<file path="config.mk">
export PLATFORM = sky130hd
export DESIGN_NAME = ufl_core
export DESIGN_NICKNAME = d
export VERILOG_FILES = /design/src/ufl_pkg.sv /design/src/ufl_core.sv
export VERILOG_INCLUDE_DIRS = /design/src
export SDC_FILE = /design/constraint.sdc
export NUM_CORES = 2
export LEC_CHECK = 0
export BUFFER_PORTS_ARGS = -buffer_cell sky130_fd_sc_hd__buf_2
export CAP_MARGIN = 20
export CORE_ASPECT_RATIO = 0.7
export CORE_MARGIN = 2
export CORE_UTILIZATION = 34
export CTS_CLUSTER_DIAMETER = 30
export DETAILED_ROUTE_END_ITERATION = 12
export HOLD_SLACK_MARGIN = 0.1
export PLACE_DENSITY = 0.47
export SLEW_MARGIN = 25
export SYNTH_ARGS = -nofsm -noshare
export SYNTH_HDL_FRONTEND = slang
export SYNTH_SLANG_ARGS = --single-unit
</file>
<file path="constraint.sdc">
create_clock -name clk_sys -period 6.1 [get_ports clk_sys]
set_input_delay 1.525 -clock clk_sys [delete_from_list [all_inputs] [get_ports clk_sys]]
set_output_delay 1.525 -clock clk_sys [all_outputs]
set_load 0.05 [all_outputs]
</file>
<file path="src/ufl_defs.svh">
// Register offsets, field positions, reset values and timing counts for the UART data path
`ifndef UFL_DEFS_SVH
`define UFL_DEFS_SVH

// Register offsets on the 3-bit host address
`define UFL_ADDR_DATA      3'h0
`define UFL_ADDR_DIVHI     3'h1
`define UFL_ADDR_FIFO      3'h2
`define UFL_ADDR_LINE      3'h3
`define UFL_ADDR_STATUS    3'h5

// Line control fields
`define UFL_LCR_WLEN_LSB   0
`define UFL_LCR_STOP_BIT   2
`define UFL_LCR_PEN_BIT    3
`define UFL_LCR_EVEN_BIT   4
`define UFL_LCR_FORCE_BIT  5
`define UFL_LCR_BREAK_BIT  6
`define UFL_LCR_DLAB_BIT   7
`define UFL_LCR_EFR_KEY    8'hBF

// FIFO control fields
`define UFL_FCR_EN_BIT     0
`define UFL_FCR_RXCLR_BIT  1
`define UFL_FCR_TXCLR_BIT  2
`define UFL_FCR_DMA_BIT    3
`define UFL_FCR_TXTRG_LSB  4
`define UFL_FCR_RXTRG_LSB  6

// Enhanced feature control field
`define UFL_EFR_ENH_BIT    4

// Reset values
`define UFL_LCR_RST        8'h03
`define UFL_EFR_RST        8'h00
`define UFL_DIV_RST        16'h0001

// Timing in 16x baud ticks
`define UFL_OS_LAST        4'hF
`define UFL_OS_MID         4'h7
`define UFL_STOP_1         5'h10
`define UFL_STOP_15        5'h18
`define UFL_STOP_2         5'h20

`endif

</file>
<file path="src/ufl_pkg.sv">
// Types shared by the UART data path
package ufl_pkg;
   typedef enum logic [2:0] {RX_IDLE, RX_START, RX_DATA, RX_PAR, RX_STOP, RX_WAIT} ufl_rx_st_t;
   typedef enum logic [2:0] {TX_IDLE, TX_START, TX_DATA, TX_PAR, TX_STOP} ufl_tx_st_t;
endpackage

</file>
<file path="src/ufl_core.sv">
// UART channel data path: FIFOs, shifters, line format and line status
//
// What this block does
// - Deserialize RX, push char plus flags to FIFO
// - FIFOs off: entry zero only, overwrite
// - Written bytes queue, then shift out on TX
// - FIFOs off: one FIFO byte plus two buffered, extras lost
// - FIFO control bit 0 enables both FIFOs
// - Bits 1 and 2 flush RX/TX, self-clear
// - FIFO control bit 3 picks DMA mode
// - TX trigger 8, 16, 32, 56 spaces
// - RX trigger 8, 16, 56, 60 characters
// - TX trigger writable only with enhanced enable
// - Line control 1:0 set 5 to 8 bits
// - Bit 2 gives 1, 1.5 or 2 stops
// - Bit 3 enables parity send and check
// - Bit 4 chooses odd or even parity
// - Bit 5 forces parity to inverse bit 4
// - Bit 6 holds TX low for break
// - Bit 7 maps divisor latch at shared addresses
// - Status bit 0 data ready, bit 1 overrun
// - Status 4:2 show head character's error flags
// - Status 5 holding empty, 6 all empty
// - Status 7 set while any stored error
// - Status read never pops the receive FIFO
// - Divisor bytes reachable only with bit 7
`timescale 1ns/1ps
`include "ufl_defs.svh"

module ufl_core #(
   parameter int DEPTH = 64,
   parameter int AW    = 6
) (
   // Clock and reset
   input  wire logic       clk_sys,
   input  wire logic       rst_n,
   // Host parallel bus
   input  wire logic [2:0] bus_addr,
   input  wire logic       bus_wr,
   input  wire logic       bus_rd,
   input  wire logic [7:0] bus_wdata,
   output logic      [7:0] bus_rdata_q,
   // Serial line
   input  wire logic       rx_in,
   output logic            tx_out_q,
   // DMA readiness, active low
   output logic            rx_ready_n_q,
   output logic            tx_ready_n_q
);

   localparam logic [AW:0] DEPTH_C = (AW+1)'(DEPTH);
   localparam logic [AW:0] ONE_C   = (AW+1)'(1);

   // Trigger level decode, transmit or receive table
   function automatic logic [AW:0] trig_level(input logic is_tx, input logic [1:0] code);
      logic [6:0] lv;
      lv = 7'h08;
      case (code)
         2'h0:    lv = 7'h08;
         2'h1:    lv = 7'h10;
         2'h2:    lv = is_tx ? 7'h20 : 7'h38;
         default: lv = is_tx ? 7'h38 : 7'h3C;
      endcase
      return (AW+1)'(lv);
   endfunction

   // Parity bit for a character under the current format
   function automatic logic par_of(input logic [7:0] line_control, input logic [7:0] d);
      logic p;
      p = line_control[`UFL_LCR_EVEN_BIT] ? ^d : ~^d;
      if (line_control[`UFL_LCR_FORCE_BIT])
         p = ~line_control[`UFL_LCR_EVEN_BIT];
      return p;
   endfunction

   // Control registers
   logic [7:0]  lcr_q;
   logic [7:0]  efr_q;
   logic [15:0] div_q;
   logic        fifo_en_q;
   logic        dma_mode_q;
   logic [1:0]  tx_trig_q;
   logic [1:0]  rx_trig_q;

   logic dlab;
   logic efr_acc;
   logic wr_thr;
   logic wr_fcr;
   logic rd_rhr;
   logic rd_lsr;
   logic [1:0] wlen;
   logic [2:0] wlast;

   assign dlab    = lcr_q[`UFL_LCR_DLAB_BIT];
   assign efr_acc = (lcr_q == `UFL_LCR_EFR_KEY);
   assign wr_thr  = bus_wr && bus_addr == `UFL_ADDR_DATA && !dlab;
   assign wr_fcr  = bus_wr && bus_addr == `UFL_ADDR_FIFO && !efr_acc;
   assign rd_rhr  = bus_rd && bus_addr == `UFL_ADDR_DATA && !dlab;
   assign rd_lsr  = bus_rd && bus_addr == `UFL_ADDR_STATUS;
   assign wlen    = lcr_q[`UFL_LCR_WLEN_LSB +: 2];
   assign wlast   = {1'b1, wlen};

   always_ff @(posedge clk_sys) begin
      if (!rst_n) begin
         lcr_q      <= `UFL_LCR_RST;
         efr_q      <= `UFL_EFR_RST;
         div_q      <= `UFL_DIV_RST;
         fifo_en_q  <= 1'b0;
         dma_mode_q <= 1'b0;
         tx_trig_q  <= 2'h0;
         rx_trig_q  <= 2'h0;
      end else if (bus_wr) begin
         if (bus_addr == `UFL_ADDR_LINE)
            lcr_q <= bus_wdata;
         if (bus_addr == `UFL_ADDR_FIFO && efr_acc)
            efr_q <= bus_wdata;
         if (bus_addr == `UFL_ADDR_DATA && dlab)
            div_q[7:0] <= bus_wdata;
         if (bus_addr == `UFL_ADDR_DIVHI && dlab)
            div_q[15:8] <= bus_wdata;
         if (wr_fcr) begin
            fifo_en_q  <= bus_wdata[`UFL_FCR_EN_BIT];
            dma_mode_q <= bus_wdata[`UFL_FCR_DMA_BIT];
            rx_trig_q  <= bus_wdata[`UFL_FCR_RXTRG_LSB +: 2];
            if (efr_q[`UFL_EFR_ENH_BIT])
               tx_trig_q <= bus_wdata[`UFL_FCR_TXTRG_LSB +: 2];
         end
      end
   end

   // Flush pulses exist only in the write cycle, so they clear themselves
   logic flush_rx;
   logic flush_tx;
   assign flush_rx = wr_fcr && bus_wdata[`UFL_FCR_RXCLR_BIT];
   assign flush_tx = wr_fcr && bus_wdata[`UFL_FCR_TXCLR_BIT];

   // 16x baud tick; divisor zero behaves as one
   logic [15:0] baud_cnt_q;
   logic        tick;
   assign tick = (baud_cnt_q == 16'h0000);

   always_ff @(posedge clk_sys) begin
      if (!rst_n)
         baud_cnt_q <= 16'h0000;
      else if (tick)
         baud_cnt_q <= (div_q == 16'h0000) ? 16'h0000 : div_q - 16'h0001;
      else
         baud_cnt_q <= baud_cnt_q - 16'h0001;
   end

   // Receive shifter
   ufl_pkg::ufl_rx_st_t rx_st_q;
   logic [3:0]  rx_os_q;
   logic [2:0]  rx_bit_q;
   logic [7:0]  rx_sh_q;
   logic        rx_zero_q;
   logic        rx_pe_q;
   logic        rx_push_q;
   logic [10:0] rx_word_q;

   always_ff @(posedge clk_sys) begin
      if (!rst_n) begin
         rx_st_q   <= ufl_pkg::RX_IDLE;
         rx_os_q   <= 4'h0;
         rx_bit_q  <= 3'h0;
         rx_sh_q   <= 8'h00;
         rx_zero_q <= 1'b0;
         rx_pe_q   <= 1'b0;
         rx_push_q <= 1'b0;
         rx_word_q <= 11'h000;
      end else begin
         rx_push_q <= 1'b0;
         if (tick) begin
            rx_os_q <= rx_os_q + 4'h1;
            case (rx_st_q)
               ufl_pkg::RX_IDLE: begin
                  rx_os_q <= 4'h0;
                  if (!rx_in)
                     rx_st_q <= ufl_pkg::RX_START;
               end
               ufl_pkg::RX_START: begin
                  // A glitch shorter than half a bit is not a start
                  if (rx_os_q == `UFL_OS_MID) begin
                     rx_os_q   <= 4'h0;
                     rx_bit_q  <= 3'h0;
                     rx_sh_q   <= 8'h00;
                     rx_zero_q <= 1'b1;
                     rx_pe_q   <= 1'b0;
                     rx_st_q   <= rx_in ? ufl_pkg::RX_IDLE : ufl_pkg::RX_DATA;
                  end
               end
               ufl_pkg::RX_DATA: begin
                  if (rx_os_q == `UFL_OS_LAST) begin
                     rx_sh_q[rx_bit_q] <= rx_in;
                     rx_zero_q         <= rx_zero_q & ~rx_in;
                     rx_bit_q          <= rx_bit_q + 3'h1;
                     if (rx_bit_q == wlast)
                        rx_st_q <= lcr_q[`UFL_LCR_PEN_BIT] ? ufl_pkg::RX_PAR
                                                           : ufl_pkg::RX_STOP;
                  end
               end
               ufl_pkg::RX_PAR: begin
                  if (rx_os_q == `UFL_OS_LAST) begin
                     rx_pe_q   <= rx_in != par_of(lcr_q, rx_sh_q);
                     rx_zero_q <= rx_zero_q & ~rx_in;
                     rx_st_q   <= ufl_pkg::RX_STOP;
                  end
               end
               ufl_pkg::RX_STOP: begin
                  if (rx_os_q == `UFL_OS_LAST) begin
                     rx_push_q <= 1'b1;
                     // Break: line low through stop, char stored as zero
                     rx_word_q <= {rx_zero_q & ~rx_in, ~rx_in, rx_pe_q, rx_sh_q};
                     rx_st_q   <= rx_in ? ufl_pkg::RX_IDLE : ufl_pkg::RX_WAIT;
                  end
               end
               ufl_pkg::RX_WAIT: begin
                  // One entry per break, not one per character time
                  if (rx_in)
                     rx_st_q <= ufl_pkg::RX_IDLE;
               end
               default: rx_st_q <= ufl_pkg::RX_IDLE;
            endcase
         end
      end
   end

   // Receive FIFO, entry {break, framing, parity, data}
   logic [10:0] rx_mem [DEPTH];
   logic [AW-1:0] rx_wp_q;
   logic [AW-1:0] rx_rp_q;
   logic [AW:0]   rx_cnt_q;
   logic [AW:0]   rx_err_q;
   logic          ovr_q;
   logic [10:0]   rx_head;
   logic          rx_pop;
   logic          rx_full;
   logic          rx_word_err;

   assign rx_head     = rx_mem[rx_rp_q];
   assign rx_pop      = rd_rhr && rx_cnt_q != '0;
   assign rx_full     = fifo_en_q ? (rx_cnt_q == DEPTH_C) : 1'b0;
   assign rx_word_err = |rx_word_q[10:8];

   always_ff @(posedge clk_sys) begin
      if (rx_push_q && !rx_full)
         rx_mem[fifo_en_q ? rx_wp_q : '0] <= rx_word_q;
   end

   always_ff @(posedge clk_sys) begin
      if (!rst_n || flush_rx) begin
         rx_wp_q  <= '0;
         rx_rp_q  <= '0;
         rx_cnt_q <= '0;
         rx_err_q <= '0;
      end else if (!fifo_en_q) begin
         if (rx_push_q) begin
            rx_wp_q  <= AW'(1);
            rx_rp_q  <= '0;
            rx_cnt_q <= ONE_C;
            rx_err_q <= rx_word_err ? ONE_C : '0;
         end else if (rx_pop) begin
            rx_rp_q  <= rx_rp_q + AW'(1);
            rx_cnt_q <= '0;
            rx_err_q <= '0;
         end
      end else begin
         if (rx_push_q && !rx_full)
            rx_wp_q <= rx_wp_q + AW'(1);
         if (rx_pop)
            rx_rp_q <= rx_rp_q + AW'(1);
         rx_cnt_q <= rx_cnt_q + ((rx_push_q && !rx_full) ? ONE_C : '0)
                              - (rx_pop ? ONE_C : '0);
         rx_err_q <= rx_err_q + ((rx_push_q && !rx_full && rx_word_err) ? ONE_C : '0)
                              - ((rx_pop && |rx_head[10:8]) ? ONE_C : '0);
      end
   end

   // Overrun: set wins over the clear by a status read
   always_ff @(posedge clk_sys) begin
      if (!rst_n)
         ovr_q <= 1'b0;
      else if (rx_push_q && (rx_full || (!fifo_en_q && rx_cnt_q != '0 && !rx_pop)))
         ovr_q <= 1'b1;
      else if (rd_lsr)
         ovr_q <= 1'b0;
   end

   // Transmit FIFO; with FIFOs off it holds a single byte
   logic [7:0]    tx_mem [DEPTH];
   logic [AW-1:0] tx_wp_q;
   logic [AW-1:0] tx_rp_q;
   logic [AW:0]   tx_cnt_q;
   logic          tx_push;
   logic          tx_pop;
   logic          buf_ready;

   assign tx_push = wr_thr && tx_cnt_q < (fifo_en_q ? DEPTH_C : ONE_C);
   assign tx_pop  = tx_cnt_q != '0 && buf_ready;

   always_ff @(posedge clk_sys) begin
      if (tx_push)
         tx_mem[tx_wp_q] <= bus_wdata;
   end

   always_ff @(posedge clk_sys) begin
      if (!rst_n || flush_tx) begin
         tx_wp_q  <= '0;
         tx_rp_q  <= '0;
         tx_cnt_q <= '0;
      end else begin
         if (tx_push)
            tx_wp_q <= tx_wp_q + AW'(1);
         if (tx_pop)
            tx_rp_q <= tx_rp_q + AW'(1);
         tx_cnt_q <= tx_cnt_q + (tx_push ? ONE_C : '0) - (tx_pop ? ONE_C : '0);
      end
   end

   // Two-entry buffer between FIFO and shifter; a full buffer stalls the FIFO
   logic [7:0] buf_mem [2];
   logic       buf_wp_q;
   logic       buf_rp_q;
   logic [1:0] buf_cnt_q;
   logic       buf_valid;
   logic       tsr_take;

   assign buf_ready = buf_cnt_q != 2'h2;
   assign buf_valid = buf_cnt_q != 2'h0;

   always_ff @(posedge clk_sys) begin
      if (tx_pop)
         buf_mem[buf_wp_q] <= tx_mem[tx_rp_q];
   end

   always_ff @(posedge clk_sys) begin
      if (!rst_n || flush_tx) begin
         buf_wp_q  <= 1'b0;
         buf_rp_q  <= 1'b0;
         buf_cnt_q <= 2'h0;
      end else begin
         if (tx_pop)
            buf_wp_q <= ~buf_wp_q;
         if (tsr_take)
            buf_rp_q <= ~buf_rp_q;
         buf_cnt_q <= buf_cnt_q + (tx_pop ? 2'h1 : 2'h0) - (tsr_take ? 2'h1 : 2'h0);
      end
   end

   // Transmit shifter
   ufl_pkg::ufl_tx_st_t tx_st_q;
   logic [4:0] tx_os_q;
   logic [2:0] tx_bit_q;
   logic [7:0] tx_sh_q;
   logic       tx_par_q;
   logic [7:0] tx_byte;
   logic [4:0] stop_len;

   assign tsr_take = (tx_st_q == ufl_pkg::TX_IDLE) && buf_valid;
   assign tx_byte  = buf_mem[buf_rp_q] & (8'hFF >> (2'h3 - wlen));
   assign stop_len = !lcr_q[`UFL_LCR_STOP_BIT] ? `UFL_STOP_1 :
                     (wlen == 2'h0) ? `UFL_STOP_15 : `UFL_STOP_2;

   always_ff @(posedge clk_sys) begin
      if (!rst_n) begin
         tx_st_q  <= ufl_pkg::TX_IDLE;
         tx_os_q  <= 5'h00;
         tx_bit_q <= 3'h0;
         tx_sh_q  <= 8'h00;
         tx_par_q <= 1'b0;
      end else if (tsr_take) begin
         tx_st_q  <= ufl_pkg::TX_START;
         tx_os_q  <= 5'h00;
         tx_bit_q <= 3'h0;
         tx_sh_q  <= tx_byte;
         tx_par_q <= par_of(lcr_q, tx_byte);
      end else if (tick && tx_st_q != ufl_pkg::TX_IDLE) begin
         tx_os_q <= tx_os_q + 5'h01;
         if (tx_os_q[3:0] == `UFL_OS_LAST && tx_st_q != ufl_pkg::TX_STOP) begin
            tx_os_q <= 5'h00;
            case (tx_st_q)
               ufl_pkg::TX_START: tx_st_q <= ufl_pkg::TX_DATA;
               ufl_pkg::TX_DATA: begin
                  tx_sh_q  <= tx_sh_q >> 1;
                  tx_bit_q <= tx_bit_q + 3'h1;
                  if (tx_bit_q == wlast)
                     tx_st_q <= lcr_q[`UFL_LCR_PEN_BIT] ? ufl_pkg::TX_PAR
                                                        : ufl_pkg::TX_STOP;
               end
               ufl_pkg::TX_PAR: tx_st_q <= ufl_pkg::TX_STOP;
               default:         tx_st_q <= ufl_pkg::TX_IDLE;
            endcase
         end else if (tx_st_q == ufl_pkg::TX_STOP && tx_os_q == stop_len - 5'h01) begin
            tx_st_q <= ufl_pkg::TX_IDLE;
         end
      end
   end

   // Serial output; break overrides the line but shifting continues
   logic tx_line;
   always_comb begin
      case (tx_st_q)
         ufl_pkg::TX_START: tx_line = 1'b0;
         ufl_pkg::TX_DATA:  tx_line = tx_sh_q[0];
         ufl_pkg::TX_PAR:   tx_line = tx_par_q;
         default:           tx_line = 1'b1;
      endcase
   end

   always_ff @(posedge clk_sys) begin
      if (!rst_n)
         tx_out_q <= 1'b1;
      else
         tx_out_q <= lcr_q[`UFL_LCR_BREAK_BIT] ? 1'b0 : tx_line;
   end

   // Line status
   logic       thr_empty;
   logic [7:0] line_status;
   assign thr_empty = tx_cnt_q == '0 && !buf_valid;
   assign line_status = {rx_err_q != '0,
                 thr_empty && tx_st_q == ufl_pkg::TX_IDLE,
                 thr_empty,
                 (rx_cnt_q != '0) ? rx_head[10:8] : 3'h0,
                 ovr_q,
                 rx_cnt_q != '0};

   // Read data, one cycle after the read strobe
   always_ff @(posedge clk_sys) begin
      if (!rst_n)
         bus_rdata_q <= 8'h00;
      else if (bus_rd) begin
         case (bus_addr)
            `UFL_ADDR_DATA:   bus_rdata_q <= dlab ? div_q[7:0] : rx_head[7:0];
            `UFL_ADDR_DIVHI:  bus_rdata_q <= dlab ? div_q[15:8] : 8'h00;
            `UFL_ADDR_FIFO:   bus_rdata_q <= efr_acc ? efr_q : {{2{fifo_en_q}}, 6'h01};
            `UFL_ADDR_LINE:   bus_rdata_q <= lcr_q;
            `UFL_ADDR_STATUS: bus_rdata_q <= line_status;
            default:          bus_rdata_q <= 8'h00;
         endcase
      end
   end

   // DMA readiness: mode 0 single-character, mode 1 trigger levels
   always_ff @(posedge clk_sys) begin
      if (!rst_n) begin
         rx_ready_n_q <= 1'b1;
         tx_ready_n_q <= 1'b1;
      end else if (dma_mode_q && fifo_en_q) begin
         rx_ready_n_q <= rx_cnt_q < trig_level(1'b0, rx_trig_q);
         tx_ready_n_q <= (DEPTH_C - tx_cnt_q) < trig_level(1'b1, tx_trig_q);
      end else begin
         rx_ready_n_q <= rx_cnt_q == '0;
         tx_ready_n_q <= tx_cnt_q != '0;
      end
   end

endmodule

</file>
Yosys cells after proc, flatten, opt, wreduce, memory -nomap -nowiden. Memories as Yosys holds them, arrays and structs flattened. A register that Yosys moved wholly into a read port is not among the register bits. Cells that the tools add are included.

Bits in registers: 167. RAM bits: 1232. Input bits: 16. Word-level logic and storage cells: 307. Memories kept: 3.

Memory list: rx_mem (depth 64, width 11, read ports 1, clocked after Yosys merged registers in 1, write ports 1, line ufl_core.sv:229) `logic [10:0] rx_mem [DEPTH];`; tx_mem (depth 64, width 8, read ports 1, clocked after Yosys merged registers in 1, write ports 1, line ufl_core.sv:290) `logic [7:0] tx_mem [DEPTH];`; buf_mem (depth 2, width 8, read ports 1, clocked after Yosys merged registers in 1, write ports 1, line ufl_core.sv:321) `logic [7:0] buf_mem [2];`.

Add/sub/neg operators: 21. Order comparisons: 5. Equality and inequality tests: 39. Shift-type cells: 1. Mux-type cells: 103. Bitwise logic cells: 7. Reduce and logical (&&, ||, !) cells: 90.

Operators with widths (number): $mux 8 (9); $mux 7 (10); $mux 6 (10); $mux 3 (15); $pmux 8 s5 (1); $mux 1 (39); $pmux 6 s3 (2); $logic_not 16->1 (2); $mux 16 (2); $sub 16x1->16 const B (2); $logic_and 1x1->1 (29); $add 6x1->6 const B (4); $add 7x1->7 (3); $lt 7x7->1 (3); $reduce_and 3->1 (7); $reduce_bool 7->1 (3); $sub 7x1->7 (3); $reduce_bool 2->1 (10); $eq 3x2->1 const B (6); $pmux 3 s6 (1); $ne 2x2->1 const B (8); $pmux 8 s2 (1); $reduce_xnor 8->1 (2); $reduce_xor 8->1 (2); other kinds (49) (92).

Depth between registers and ports, before layout.
Depth after elaboration: 10. Mapped depth: 23.

Worst setup path before layout. No wires, ideal clock.

Kind: input-to-reg. From: input port bus_addr[2]. To: register rx_err_q[6]. Setup time: 0.062 ns. Data arrival time: 4.235 ns. Data required time: 6.038 ns. Setup slack: 1.803 ns. Stages: 15. Cell sequence: nor4_4 nand2_1 nor4_1 ha_1 inv_1 ha_1 inv_1 fa_1 nand2b_1 a21oi_1 o21ai_0 a21oi_1 nor3_1 or3_1 nand3_1.

Longest elaborated chain between the ends: 8. Elaborated cells between the ends (all ways): 14.

Ends and longest elaborated chain: start, declared (line ufl_core.sv:38) `input wire logic [2:0] bus_addr,`; $logic_not 3->1; $logic_and 1x1->1 (no line); $logic_and 1x1->1 (line ufl_core.sv:98) `` assign rd_rhr = bus_rd && bus_addr == `UFL_ADDR_DATA && !dlab; ``; $logic_and 1x1->1 (line ufl_core.sv:241) `assign rx_pop = rd_rhr && rx_cnt_q != '0;`; $logic_and 1x1->1 (line ufl_core.sv:275) `- ((rx_pop && |rx_head[10:8]) ? ONE_C : '0);`; $mux 1 (line ufl_core.sv:275); $sub 7x1->7 (line ufl_core.sv:275); $mux 7 (line ufl_core.sv:256) `end else if (!fifo_en_q) begin`; end signal, assigned (line ufl_core.sv:261) `rx_err_q <= rx_word_err ? ONE_C : '0;`; end signal, assigned (line ufl_core.sv:274) `rx_err_q <= rx_err_q + ((rx_push_q && !rx_full && rx_word_err) ? ONE_C : '0)`; end, declared (line ufl_core.sv:233) `logic [AW:0] rx_err_q;`.

Parallel ways exist; a longest one is shown, timed or not. A chain may end at the register's enable or synchronous reset.

==> impl_metrics.py <==
metrics = {
    "setup_path": {
        "reg2reg_slack_ns": 0.92,
        "crit_required_ns": 6.92,
        "cp_data_arrival_time_ns": 6.00,
        "crit-reg2reg-launch": "rx_rp_q[1]",
        "crit_fanout": 43,
        "cp_cell_sequence": "buf_4, mux4_2, mux4_2, nor2_1, nor2_1, nor3_1, nor4_1, ha_1, inv_1, ha_1, inv_1, fa_1, nand2b_1, a21oi_1, o21ai_0, a21oi_1, nor3_1, or3_1, nand3_1",
        "end_kind": "register",
        "ff2ff_path_depth": 19,
        "setup.worst_path.class": "reg2reg",
        "rr_endpoint": "rx_err_q[6]",
        "slowest_stage": "dfxtp_4",
        "start_kind": "register",
        "cp_slowest_stage_delay_ns": 0.81,
    },
    "placement": {
        "finalWeightedCongestion": 0.801,
        "place_ws_ns": 0.965,
        "hpwlAfterDp_mm": 95.3,
        "portBuffers": 26,
        "placed_cell_area_um2": 60100,
    },
    "synth": {
        "synth_edf_count": 1232,
        "synthAdderAreaFrac_pct": 1.23,
        "syn_nets": 3280,
        "synth_commonest_cells": "edfxtp_1 (1232), mux4_2 (327), nor2_1 (268)",
        "synthFlopType": "edfxtp_1",
        "netlist_area_um2": 56800,
        "synth.area.top_cells": "edfxtp_1 (65%), mux4_2 (13%), dfxtp_1 (6.1%)",
        "ys_ff_latch": 1406,
        "yosys.area_share.simple_pct": 5.55,
        "syn_avg_cell_area_um2": 17.7,
        "yosys_warnings": 0,
        "yosysSeqAreaShare_pct": 71.2,
        "synth_top_area_share_pct": 65.1,
        "synthXorXnorAreaFrac_pct": 1.43,
        "synth_top_family_by_area": "multiplexers",
        "synth_cells": 3210,
        "muxShareOfSynthArea_pct": 15.0,
        "yosys.area.top_type": "edfxtp_1",
        "synth.most_common_cell": "edfxtp_1",
        "synthArstFlopShare_pct": 0,
        "synth.distinct_cells": 81,
        "synth-compound-area-share_pct": 3.67,
    },
    "die": {
        "rows": 125,
        "core_area_um2": 166000,
        "die_area_um2": 170000,
        "start_util_pct": 34.2,
        "ios": 27,
        "die_h_um": 346,
        "fp.dieW_um": 493,
    },
    "power": {
        "p_int_mw": 21.9,
        "power_switching_mw": 6.90,
        "vdd_ir_drop_max_uv": 302,
        "power.leakage_nw": 22.5,
        "powerDensity_nw_per_um2": 415,
        "clkPwrFrac_pct": 52.0,
        "seq_power_share_pct": 37.6,
        "switching_share_pct": 24.0,
        "p_comb_share_pct": 10.4,
    },
    "detailed_routing": {
        "via_per_inst": 5.23,
        "drt_wl_total_mm": 154,
        "vias": 31000,
        "ant_nets": 0,
        "drt-pass1-iter-count": 8,
        "drt_iter0_drc": 3052,
        "drc_errors": 0,
        "wl_per_cell_um": 25.9,
    },
    "global_route": {
        "track_usage_pct": 17.9,
        "overflow": 0,
        "antenna_found_initial": 15,
        "grt_max_degree": 99,
        "grt_pass1_wl_mm": 222,
        "grt_pass1_vias": 30600,
    },
    "final_layout": {
        "fin_util_pct": 41.8,
        "drive_above_1_share_pct": 27.3,
        "finish.instance_area_um2": 69300,
        "area_growth_pct": 22.0,
        "nets": 3566,
    },
    "min_path": {
        "hp-class": "reg2reg",
        "hold_end": "rx_mem[56][7]",
        "hold_depth": 0,
        "min_from": "rx_word_q[7]",
    },
    "timing": {
        "fin_tns_setup_ns": 0,
        "maxSlewViolCount": 0,
        "rsz0062_at_grt": "no",
        "whs_ns": 0.440,
        "relSlewSlack_pct": 30.1,
        "finalSetupViolations": 0,
        "max_slew.worst_pin.slew_ns": 1.02,
        "hold_violations": 0,
        "setup_ws_ns": 0.921,
        "max_freq_mhz": 193,
        "skew_ns": 0.0546,
        "period_needed_ns": 5.18,
        "fin_crit_sh_pct": 84.9,
    },
    "clock_tree": {
        "cts_buffers": 280,
        "clkLatencyLatePin_ns": 0.90,
        "ctsResizeCount": 0,
        "post_cts_buffers": 0,
        "clkSlewWorstSetupHoldPaths_ns": 0.05,
        "cts_buffer_depth": 4,
        "hold_buffers": 0,
        "cts_tree": "done",
        "ctsHtreeMaxLevel": 5,
        "clock-sinks": 1406,
        "clockRootBuffer": "clkbuf_16",
    },
    "job": {
        "drv_cap": 0,
    },
    "outcome": {
        "status": "finished, final reports clean",
    },
}
worst max-delay path by stage:
| stage | startpoint | endpoint | slack (ns) | depth (start not counted) |
|---|---|---|---|---|
| 3_5_place_dp | rx_rp_q[1] | rx_err_q[6] | 0.97 | 19 |
| 2_1_floorplan | bus_addr[2] | rx_err_q[6] | 1.80 | 15 |
| 4_1_cts | rx_rp_q[1] | rx_err_q[6] | 0.93 | 19 |
| 3_3_place_gp | rx_rp_q[1] | rx_err_q[6] | 0.88 | 19 |
| 5_1_grt | rx_rp_q[0] | rx_err_q[6] | 0.51 | 20 |
| 6_report | rx_rp_q[1] | rx_err_q[6] | 0.92 | 19 |
power groups by stage:
stage / logic (mW) / registers [mW] / clock network [mW]
after floorplan: 2.15 / 10.9 / 0
after global placement: 3.00 / 11.0 / 0
after detailed placement: 3.00 / 11.0 / 0
after CTS: 3.02 / 10.8 / 15.3
after global routing: 3.24 / 10.8 / 15.7
final: 3.00 / 10.8 / 15.0
cells by family after synthesis:
family,count (synthesis)
compound gates,319
xor+xnor,91
fa+ha+maj,54
buf+inv,225
flops,1406
mux,440
simple gates,675
stage by stage:
step / instances / total power [mW]
floorplan: 3210 / 13.0
global placement: 5436 / 14.0
detailed placement: 5436 / 14.0
CTS: 5920 / 29.1
global route: 5920 / 29.8
finish: 5922 / 28.8
placed cells by master (no fill, tap or decap), types with 46 or more instances in the layout:
| cell | instances |
|---|---|
| inv_1 | 52 |
| ha_1 | 51 |
| nand2_1 | 170 |
| edfxtp_1 | 1232 |
| nand3_1 | 69 |
| a21oi_1 | 106 |
| xnor2_1 | 46 |
| nor2_1 | 260 |
| dfxtp_1 | 155 |
| mux2i_1 | 94 |
| mux4_2 | 327 |
| clkbuf_16 | 286 |
| buf_4 | 139 |
| o21ai_0 | 49 |
worst max-delay path, delay by kind of cell (launching register included):
| kind | cells | cell delay, ns |
|---|---|---|
| and+or+nand+nor | 8 | 1.26 |
| muxes | 2 | 0.94 |
| adders and majority gates | 3 | 0.85 |
| DFF | 1 | 0.81 |
| buffers and inverters | 3 | 0.68 |
| AOI/OAI and AO/OA | 3 | 0.50 |
layer usage:
metal | share of wire (%) | vias up | GRT usage [%]
met5 | 0.0072 | - | 0
li1 | - | 13500 | -
met1 | 50 | 16200 | 29.0
met4 | 1.9 | 2 | 4.43
met2 | 39 | 1117 | 22.8
met3 | 8.5 | 251 | 5.26
layout make-up:
| type | count | area [um2] |
|---|---|---|
| clock inverter | 169 | 1840 |
| fill | 14700 | 96600 |
| sequential | 1406 | 40500 |
| clock buffer | 315 | 7380 |
| tap | 2222 | 2780 |
| multi-input combinational | 1579 | 15300 |
| inverter | 58 | 218 |
| timing repair buffer | 171 | 1290 |
| antenna | 2 | 5.00 |
state kept, by name, summed over array words and instances (netlist names), 4 cells and up, named ones only:
signal and flops:
baud_cnt_q 16, buf_mem 16, bus_rdata_q 8, div_q 16
efr_q 8, lcr_q 8, rx_cnt_q 7, rx_err_q 7
rx_mem 704, rx_os_q 4, rx_rp_q 6, rx_sh_q 8
rx_word_q 11, rx_wp_q 6, tx_cnt_q 7, tx_mem 512
tx_os_q 5, tx_rp_q 6, tx_sh_q 8, tx_wp_q 6
Note: power is estimated with default switching activity, not from simulation.
